[src/logic/overcurrent_fault_response_pkg.sv]
// constants and types of the over-current fault response block
// assumes a command decoder that hands over one byte command at a time
package overcurrent_fault_response_pkg;

    // ========================================
    // register map
    localparam logic [7:0] OC_RESP_CFG_ADDR  = 8'h47;
    localparam logic [7:0] OC_RESP_CFG_RESET = 8'h00;

    // ========================================
    // field positions
    localparam int RESP_MSB  = 7;
    localparam int RESP_LSB  = 6;
    localparam int RETRY_MSB = 5;
    localparam int RETRY_LSB = 3;
    localparam int DELAY_MSB = 2;
    localparam int DELAY_LSB = 0;

    // ========================================
    // encodings and counts
    typedef enum logic [1:0] {
        RESP_IGNORE   = 2'b00,
        RESP_COND     = 2'b01,
        RESP_DELAY    = 2'b10,
        RESP_SHUTDOWN = 2'b11
    } resp_t;

    localparam logic [2:0] RETRY_NONE    = 3'h0;
    localparam logic [2:0] RETRY_FOREVER = 3'h7;
    localparam logic [2:0] ATTEMPT_RESET = 3'h0;
    localparam logic [7:0] DELAY_RESET   = 8'h00;
    localparam int         SYNC_STAGES   = 3;

    typedef enum logic [2:0] {
        ST_OFF     = 3'b000,
        ST_RUN     = 3'b001,
        ST_LIMIT   = 3'b010,
        ST_WAIT    = 3'b011,
        ST_RESTART = 3'b100,
        ST_LATCHED = 3'b101
    } state_t;

    typedef struct packed {
        resp_t      resp;
        logic [2:0] retry;
        logic [2:0] delay;
    } oc_cfg_t;

    typedef struct packed {
        logic       wr;
        logic       rd;
        logic [7:0] code;
        logic [7:0] wdata;
    } cmd_t;

endpackage
[src/logic/overcurrent_fault_response.sv]
// over-current fault response: config register, limit, shutdown, retry
// assumes comparator pins are asynchronous; commands, ticks and
// restart status come from logic on clk
//
// Overview of operation
// - A one-byte host read/write register at 0x47 holds the over-current response setup.
// - Every detected over-current fault sets the sticky status bit; the host is notified only when that bit was clear.
// - Response 00 keeps running and clamps current for as long as the fault lasts.
// - Response 01 clamps current but shuts down and retries once output voltage falls too low.
// - Response 10 clamps current for the delay time, then shuts down and retries if still limiting.
// - Response 11 shuts the output down at once and then follows the retry setting.
// - The retry field sets the number of restarts, 000 for none and 111 for unlimited.
// - With retry 000 the output stays off until the fault is cleared.
// - Retry 001 to 100 give one to four attempts, then the output latches off until cleared.
// - Successive restart attempts start one delay time apart.
// - The delay is two to the power of the delay field, in time-unit ticks.
// - Retry 101 and 110 give five and six attempts, 111 retries until off or another fault.
`timescale 1ns/1ps

module overcurrent_fault_response
    import overcurrent_fault_response_pkg::*;
(
    input  wire logic       clk,
    input  wire logic       rst_n,
    input  wire cmd_t       cmd,
    input  wire logic       oc_pin,
    input  wire logic       uv_pin,
    input  wire logic       unit_tick,
    input  wire logic       power_on,
    input  wire logic       other_fault,
    input  wire logic       restart_done,
    input  wire logic       fault_clear,
    output logic [7:0]      rdata_q,
    output logic            rvalid_q,
    output logic            rhit_q,
    output logic            output_enable_q,
    output logic            current_limit_q,
    output logic            fault_status_q,
    output logic            host_notify_q,
    output logic            latched_off_q
);

    // ========================================
    // pin synchronisers
    logic [1:0] pin_raw;
    logic [1:0] sync1_q;
    logic [1:0] sync2_q;
    logic [1:0] sync3_q;
    logic [1:0] pin_q;

    assign pin_raw = {uv_pin, oc_pin};

    genvar g;
    generate
        for (g = 0; g < 2; g++) begin : g_sync
            always_ff @(posedge clk or negedge rst_n) begin
                if (!rst_n) begin
                    sync1_q[g] <= 1'b0;
                    sync2_q[g] <= 1'b0;
                    sync3_q[g] <= 1'b0;
                    pin_q[g]   <= 1'b0;
                end else begin
                    sync1_q[g] <= pin_raw[g];
                    sync2_q[g] <= sync1_q[g];
                    sync3_q[g] <= sync2_q[g];
                    if (sync2_q[g] == sync3_q[g]) begin
                        pin_q[g] <= sync3_q[g];
                    end
                end
            end
        end
    endgenerate

    logic oc_f;
    logic uv_f;
    assign oc_f = pin_q[0];
    assign uv_f = pin_q[1];

    // ========================================
    // configuration register
    logic [7:0] cfg_q;
    oc_cfg_t    cfg;
    logic       cfg_hit;

    assign cfg_hit   = (cmd.code == OC_RESP_CFG_ADDR);
    assign cfg.resp  = resp_t'(cfg_q[RESP_MSB:RESP_LSB]);
    assign cfg.retry = cfg_q[RETRY_MSB:RETRY_LSB];
    assign cfg.delay = cfg_q[DELAY_MSB:DELAY_LSB];

    always_ff @(posedge clk or negedge rst_n) begin
        if (!rst_n) begin
            cfg_q    <= OC_RESP_CFG_RESET;
            rdata_q  <= 8'h00;
            rvalid_q <= 1'b0;
            rhit_q   <= 1'b0;
        end else begin
            if (cmd.wr && cfg_hit) begin
                cfg_q <= cmd.wdata;
            end
            rvalid_q <= cmd.rd;
            rhit_q   <= cmd.rd && cfg_hit;
            rdata_q  <= (cmd.rd && cfg_hit) ? cfg_q : 8'h00;
        end
    end

    // ========================================
    // delay timer in time-unit ticks
    function automatic logic [7:0] delay_units(input logic [2:0] code);
        delay_units = 8'h01 << code;
    endfunction

    state_t     state_q;
    state_t     state_d;
    logic [7:0] dcnt_q;
    logic [7:0] dcnt_d;
    logic       delay_done;
    logic       timing;

    assign timing     = (state_q == ST_WAIT) ||
                        (state_q == ST_LIMIT && cfg.resp == RESP_DELAY);
    assign delay_done = timing && unit_tick &&
                        (dcnt_q == delay_units(cfg.delay) - 8'h01);

    always_comb begin
        dcnt_d = dcnt_q;
        if (state_d != state_q || !timing) begin
            dcnt_d = DELAY_RESET;
        end else if (unit_tick) begin
            dcnt_d = dcnt_q + 8'h01;
        end
    end

    // ========================================
    // response state machine
    logic [2:0] att_q;
    logic [2:0] att_d;
    logic       fault_evt;
    logic       can_retry;
    logic       halt;
    state_t     shut_to;

    assign halt      = !power_on || other_fault;
    assign fault_evt = oc_f && (state_q == ST_RUN || state_q == ST_RESTART);
    assign can_retry = (cfg.retry == RETRY_FOREVER) || (att_q < cfg.retry);
    assign shut_to   = (cfg.retry == RETRY_NONE) ? ST_LATCHED : ST_WAIT;

    always_comb begin
        state_d = state_q;
        att_d   = att_q;
        case (state_q)
            ST_OFF: begin
                if (!halt) begin
                    state_d = ST_RUN;
                end
            end
            ST_RUN: begin
                if (oc_f) begin
                    if (cfg.resp == RESP_SHUTDOWN) begin
                        state_d = shut_to;
                    end else begin
                        state_d = ST_LIMIT;
                    end
                end
            end
            ST_LIMIT: begin
                if (!oc_f) begin
                    state_d = ST_RUN;
                end else if (cfg.resp == RESP_COND && uv_f) begin
                    state_d = shut_to;
                end else if (cfg.resp == RESP_DELAY && delay_done) begin
                    state_d = shut_to;
                end
            end
            ST_WAIT: begin
                if (delay_done) begin
                    if (can_retry) begin
                        state_d = ST_RESTART;
                        if (cfg.retry != RETRY_FOREVER) begin
                            att_d = att_q + 3'h1;
                        end
                    end else begin
                        state_d = ST_LATCHED;
                    end
                end
            end
            ST_RESTART: begin
                if (oc_f) begin
                    state_d = shut_to;
                end else if (restart_done) begin
                    state_d = ST_RUN;
                    att_d   = ATTEMPT_RESET;
                end
            end
            ST_LATCHED: begin
                if (fault_clear) begin
                    state_d = ST_OFF;
                end
            end
            default: begin
                state_d = ST_OFF;
            end
        endcase
        if (halt && state_q != ST_LATCHED) begin
            state_d = ST_OFF;
            att_d   = ATTEMPT_RESET;
        end
        if (fault_clear) begin
            att_d = ATTEMPT_RESET;
        end
    end

    always_ff @(posedge clk or negedge rst_n) begin
        if (!rst_n) begin
            state_q         <= ST_OFF;
            att_q           <= ATTEMPT_RESET;
            dcnt_q          <= DELAY_RESET;
            output_enable_q <= 1'b0;
            current_limit_q <= 1'b0;
            latched_off_q   <= 1'b0;
        end else begin
            state_q         <= state_d;
            att_q           <= att_d;
            dcnt_q          <= dcnt_d;
            output_enable_q <= (state_d == ST_RUN) || (state_d == ST_LIMIT) ||
                               (state_d == ST_RESTART);
            current_limit_q <= (state_d == ST_LIMIT);
            latched_off_q   <= (state_d == ST_LATCHED);
        end
    end

    // ========================================
    // status and host notification
    always_ff @(posedge clk or negedge rst_n) begin
        if (!rst_n) begin
            fault_status_q <= 1'b0;
            host_notify_q  <= 1'b0;
        end else begin
            // set wins over clear
            fault_status_q <= fault_evt || (fault_status_q && !fault_clear);
            host_notify_q  <= fault_evt && !fault_status_q;
        end
    end
endmodule

[config.mk]
export PLATFORM = sky130hd
export DESIGN_NAME = overcurrent_fault_response
export DESIGN_NICKNAME = d
export VERILOG_FILES = /design/src/logic/overcurrent_fault_response_pkg.sv /design/src/logic/overcurrent_fault_response.sv
export SDC_FILE = /design/constraint.sdc
export NUM_CORES = 1
export LEC_CHECK = 0
export BUFFER_PORTS_ARGS = -buffer_cell sky130_fd_sc_hd__clkbuf_2
export CAP_MARGIN = 20
export CORE_UTILIZATION = 55
export DETAILED_ROUTE_END_ITERATION = 12
export GPL_TIMING_DRIVEN = 0
export PLACE_DENSITY = 0.79
export SLEW_MARGIN = 20
export SYNTH_ARGS = -nofsm -noshare
export SYNTH_HDL_FRONTEND = slang
export SYNTH_SLANG_ARGS = --single-unit
[constraint.sdc]
create_clock -name clk -period 3.3 [get_ports clk]
set_input_delay 0.165 -clock clk [delete_from_list [all_inputs] [get_ports clk]]
set_output_delay 0.165 -clock clk [all_outputs]
set_load 0.05 [all_outputs]
==> impl_metrics.env <==
export IMPL_finalSetupTns_ns=0
export IMPL_arrival_ns=2.53
export IMPL_num_antenna_cells=0
export IMPL_synth_edff_count=0
export IMPL_post_place_cells=319
export IMPL_final_area_sq_um=2780
export IMPL_die_width_um=67.5
export IMPL_timing_slew_headroom_pct=51.9
export IMPL_drc=0
export IMPL_criticalPathCategory="reg2reg"
export IMPL_finalNonFillerCells=330
export IMPL_fin_skew_ns=0.00576
export IMPL_synth_seq_area_share_pct=47.7
export IMPL_synth_nets=259
export IMPL_holdBufCountCts=2
export IMPL_ys_ff_latch=45
export IMPL_grt_pass1_vias=1779
export IMPL_synth_top_area_share_pct=47.7
export IMPL_grt_ovfl_total=0
export IMPL_fin_crit_ns=2.36
export IMPL_hold_viol=0
export IMPL_rows=23
export IMPL_worst_setup_path_end_kind="flop"
export IMPL_cts_root_buf="clkbuf_8"
export IMPL_grt_pass1_wl_um=7860
export IMPL_die_h_um=67.5
export IMPL_critPathMaxFanout=9
export IMPL_reg2reg_slack_ns=0.94
export IMPL_ir_worst_vdd_mv=0.277
export IMPL_crit_path_start="state_q[1]$_DFF_PN0_"
export IMPL_p_leak_nw=1.32
export IMPL_wl_per_cell_um=14.6
export IMPL_tightest_slew_ns=0.716
export IMPL_max_clock_freq_ghz=0.423
export IMPL_cts_buffer_depth=2
export IMPL_power_density_nw_per_um2=401
export IMPL_maxCapViolCount=0
export IMPL_async_flop_share_pct=100
export IMPL_cts_setup_buffers=0
export IMPL_first_pass_iters=4
export IMPL_place_area_sq_um=2630
export IMPL_post_cts_resize_count=0
export IMPL_netlist_area_sq_um=2360
export IMPL_start_kind="flop"
export IMPL_worstSkewPairLatency_ns=0.29
export IMPL_areaGrowthSynthToFinish_pct=17.7
export IMPL_port_buffers=41
export IMPL_finalNetCount=310
export IMPL_htreeDepth=2
export IMPL_ant_nets=0
export IMPL_utilization_pct=68.5
export IMPL_io_pins=42
export IMPL_synth_area_top_cells="dfrtp_1 48%, mux2_2 4.8%, nor2_1 3.3%, nand2_1 2.2%, and3_1 2.1%"
export IMPL_timing_rr_end="dcnt_q[5]$_DFFE_PN0P_"
export IMPL_synth_cell_types=59
export IMPL_drt_wl_total_um=4810
export IMPL_final_setup_viol_count=0
export IMPL_yosys_most_used_dff="dfrtp_1"
export IMPL_fill_cells=308
export IMPL_place_ws_ns=0.937
export IMPL_num_vias=1886
export IMPL_gp_congestion=0.883
export IMPL_rr_startpoint="state_q[1]$_DFF_PN0_"
export IMPL_drt_initial_drc_count=168
export IMPL_cp_required_ns=3.47
export IMPL_syn_area_per_cell_sq_um=10.3
export IMPL_fin_crit_sh_pct=71.6
export IMPL_worst_slack_ns=0.936
export IMPL_synthCells=228
export IMPL_core_area_sq_um=4060
export IMPL_worstSetupEndpoint="dcnt_q[5]$_DFFE_PN0P_"
export IMPL_dpl_hpwl_um=3390
export IMPL_min_path_type="in2reg"
export IMPL_grt_antenna_before_repair=0
export IMPL_status="completed"
export IMPL_grt_max_degree=46
export IMPL_viasPerCell=5.72
export IMPL_tritoncts="done"
export IMPL_cts_sinks=45
export IMPL_grt_setup_unrepaired="no"
export IMPL_final_max_slew_viol_count=0
export IMPL_die_area_sq_um=4560
export IMPL_yosysWarnings=0
export IMPL_initial_core_util_pct=58.2
export IMPL_grt_use_total_pct=23.6
export IMPL_cts_buffers=5
export IMPL_netlist_top_cell_by_area="dfrtp_1"
export IMPL_reg2reg_depth=8
export IMPL_drive_gt1_share_pct=28.2
export IMPL_cts_clk_slew_worst_paths_ns=0.08
[layout make-up]
cell class	instances	area (sq um)	share of cell area [%]
Timing Repair Buffer	44	238	8.56
Sequential cell	45	1130	40.5
Clock buffer	6	72.6	2.61
Inverter	10	37.5	1.35
Tap cell	50	62.6	2.25
Clock inverter	2	38.8	1.40
Buffer	7	47.5	1.71
Multi-Input combinational cell	166	1150	41.6
[layer usage]
metal,track usage [%],wire length [um],vias up
met3,5.07,241,7
met4,8.78,68,0
met1,28.1,2070,898
li1,-,-,918
met2,41.3,2440,63
met5,0,0,-
[cell families (layout without fill, tap and decap cells)]
family	Yosys count	in the layout	synth area share, %
and+or+nand+nor	92	92	21.9
buffers and inverters	17	69	3.61
AOI/OAI and AO/OA	48	48	14.7
DFF	45	45	47.7
muxes	12	12	6.15
xor gates and xnor gates	8	8	2.97
adders and majority gates	6	6	2.97
[cells in the mapped netlist (all sizes together), types with 5 or more instances]
cell     n
nand2   14
mux2    10
nor2    21
dfrtp   45
o21ai   12
nor2b    8
buf      5
a21oi    6
inv     10
nand2b   5
and3     9
nand3    5
nor3     6
[how the worst min path moves through the flow]
stage	depth (start not counted)	endpoint	slack, ns	startpoint
floorplan	0	att_q[0]$_DFFE_PN0P_	-0.13	rst_n
global placement	1	sync1_q[0]$_DFF_PN0_	0.28	oc_pin
detailed placement	1	sync1_q[1]$_DFF_PN0_	0.29	uv_pin
CTS	1	rvalid_q$_DFF_PN0_	0.08	cmd[16]
global route	1	rvalid_q$_DFF_PN0_	0.08	cmd[16]
finish	1	rvalid_q$_DFF_PN0_	0.09	cmd[16]
[per-stage QoR]
stage               total power [mW]  hold slack (ns)
CTS                             1.12           0.0762
detailed placement             0.709            0.287
finish                          1.11           0.0862
global placement               0.706            0.277
global route                    1.16           0.0791
floorplan                      0.661           -0.131
[critical path, cell delays in order (launching register included)]
cell and delay, ns:
dfrtp_1 0.32, buf_2 0.20, nor2b_1 0.34, o21ai_0 0.14
nor2_1 0.12, nor4b_4 0.44, a21oi_1 0.15, o2111ai_2 0.42
nor2_1 0.10
[cells in the final DEF, fill, tap and decap left out, types with 3 or more instances in the layout]
| master | netlist | layout |
|---|---|---|
| a21boi_0 | 3 | 3 |
| a21oi_1 | 6 | 6 |
| a31oi_1 | 4 | 4 |
| and3_1 | 8 | 8 |
| clkbuf_1 | 2 | 3 |
| clkbuf_2 | 0 | 40 |
| clkbuf_8 | 0 | 5 |
| dfrtp_1 | 45 | 45 |
| dlygate4sd3_1 | 0 | 3 |
| ha_1 | 4 | 4 |
| inv_1 | 10 | 10 |
| mux2_2 | 10 | 10 |
| nand2_1 | 14 | 14 |
| nand2b_1 | 5 | 5 |
| nand3_1 | 4 | 4 |
| nor2_1 | 21 | 21 |
| nor2b_1 | 8 | 8 |
| nor3_1 | 6 | 6 |
| o211ai_1 | 4 | 4 |
| o21a_1 | 3 | 3 |
| o21ai_0 | 10 | 10 |
| or3_1 | 4 | 4 |
| xnor2_1 | 4 | 4 |
| xor2_1 | 4 | 4 |
[where the power goes]
part / internal (mW) / switching (mW)
logic: 0.0519 / 0.0741
clock network: 0.227 / 0.183
registers: 0.565 / 0.0114
total: 0.844 / 0.269
[registers in the layout (all words and copies together) (netlist names)]
| signal | cells |
|---|---|
| att_q | 3 |
| cfg | 8 |
| current_limit_q | 1 |
| dcnt_q | 8 |
| fault_status_q | 1 |
| host_notify_q | 1 |
| latched_off_q | 1 |
| oc_f | 1 |
| output_enable_q | 1 |
| rdata_q | 8 |
| rhit_q | 1 |
| rvalid_q | 1 |
| state_q | 3 |
| sync1_q | 2 |
| sync2_q | 2 |
| sync3_q | 2 |
| uv_f | 1 |
Note: power is estimated with default switching activity, not from simulation.
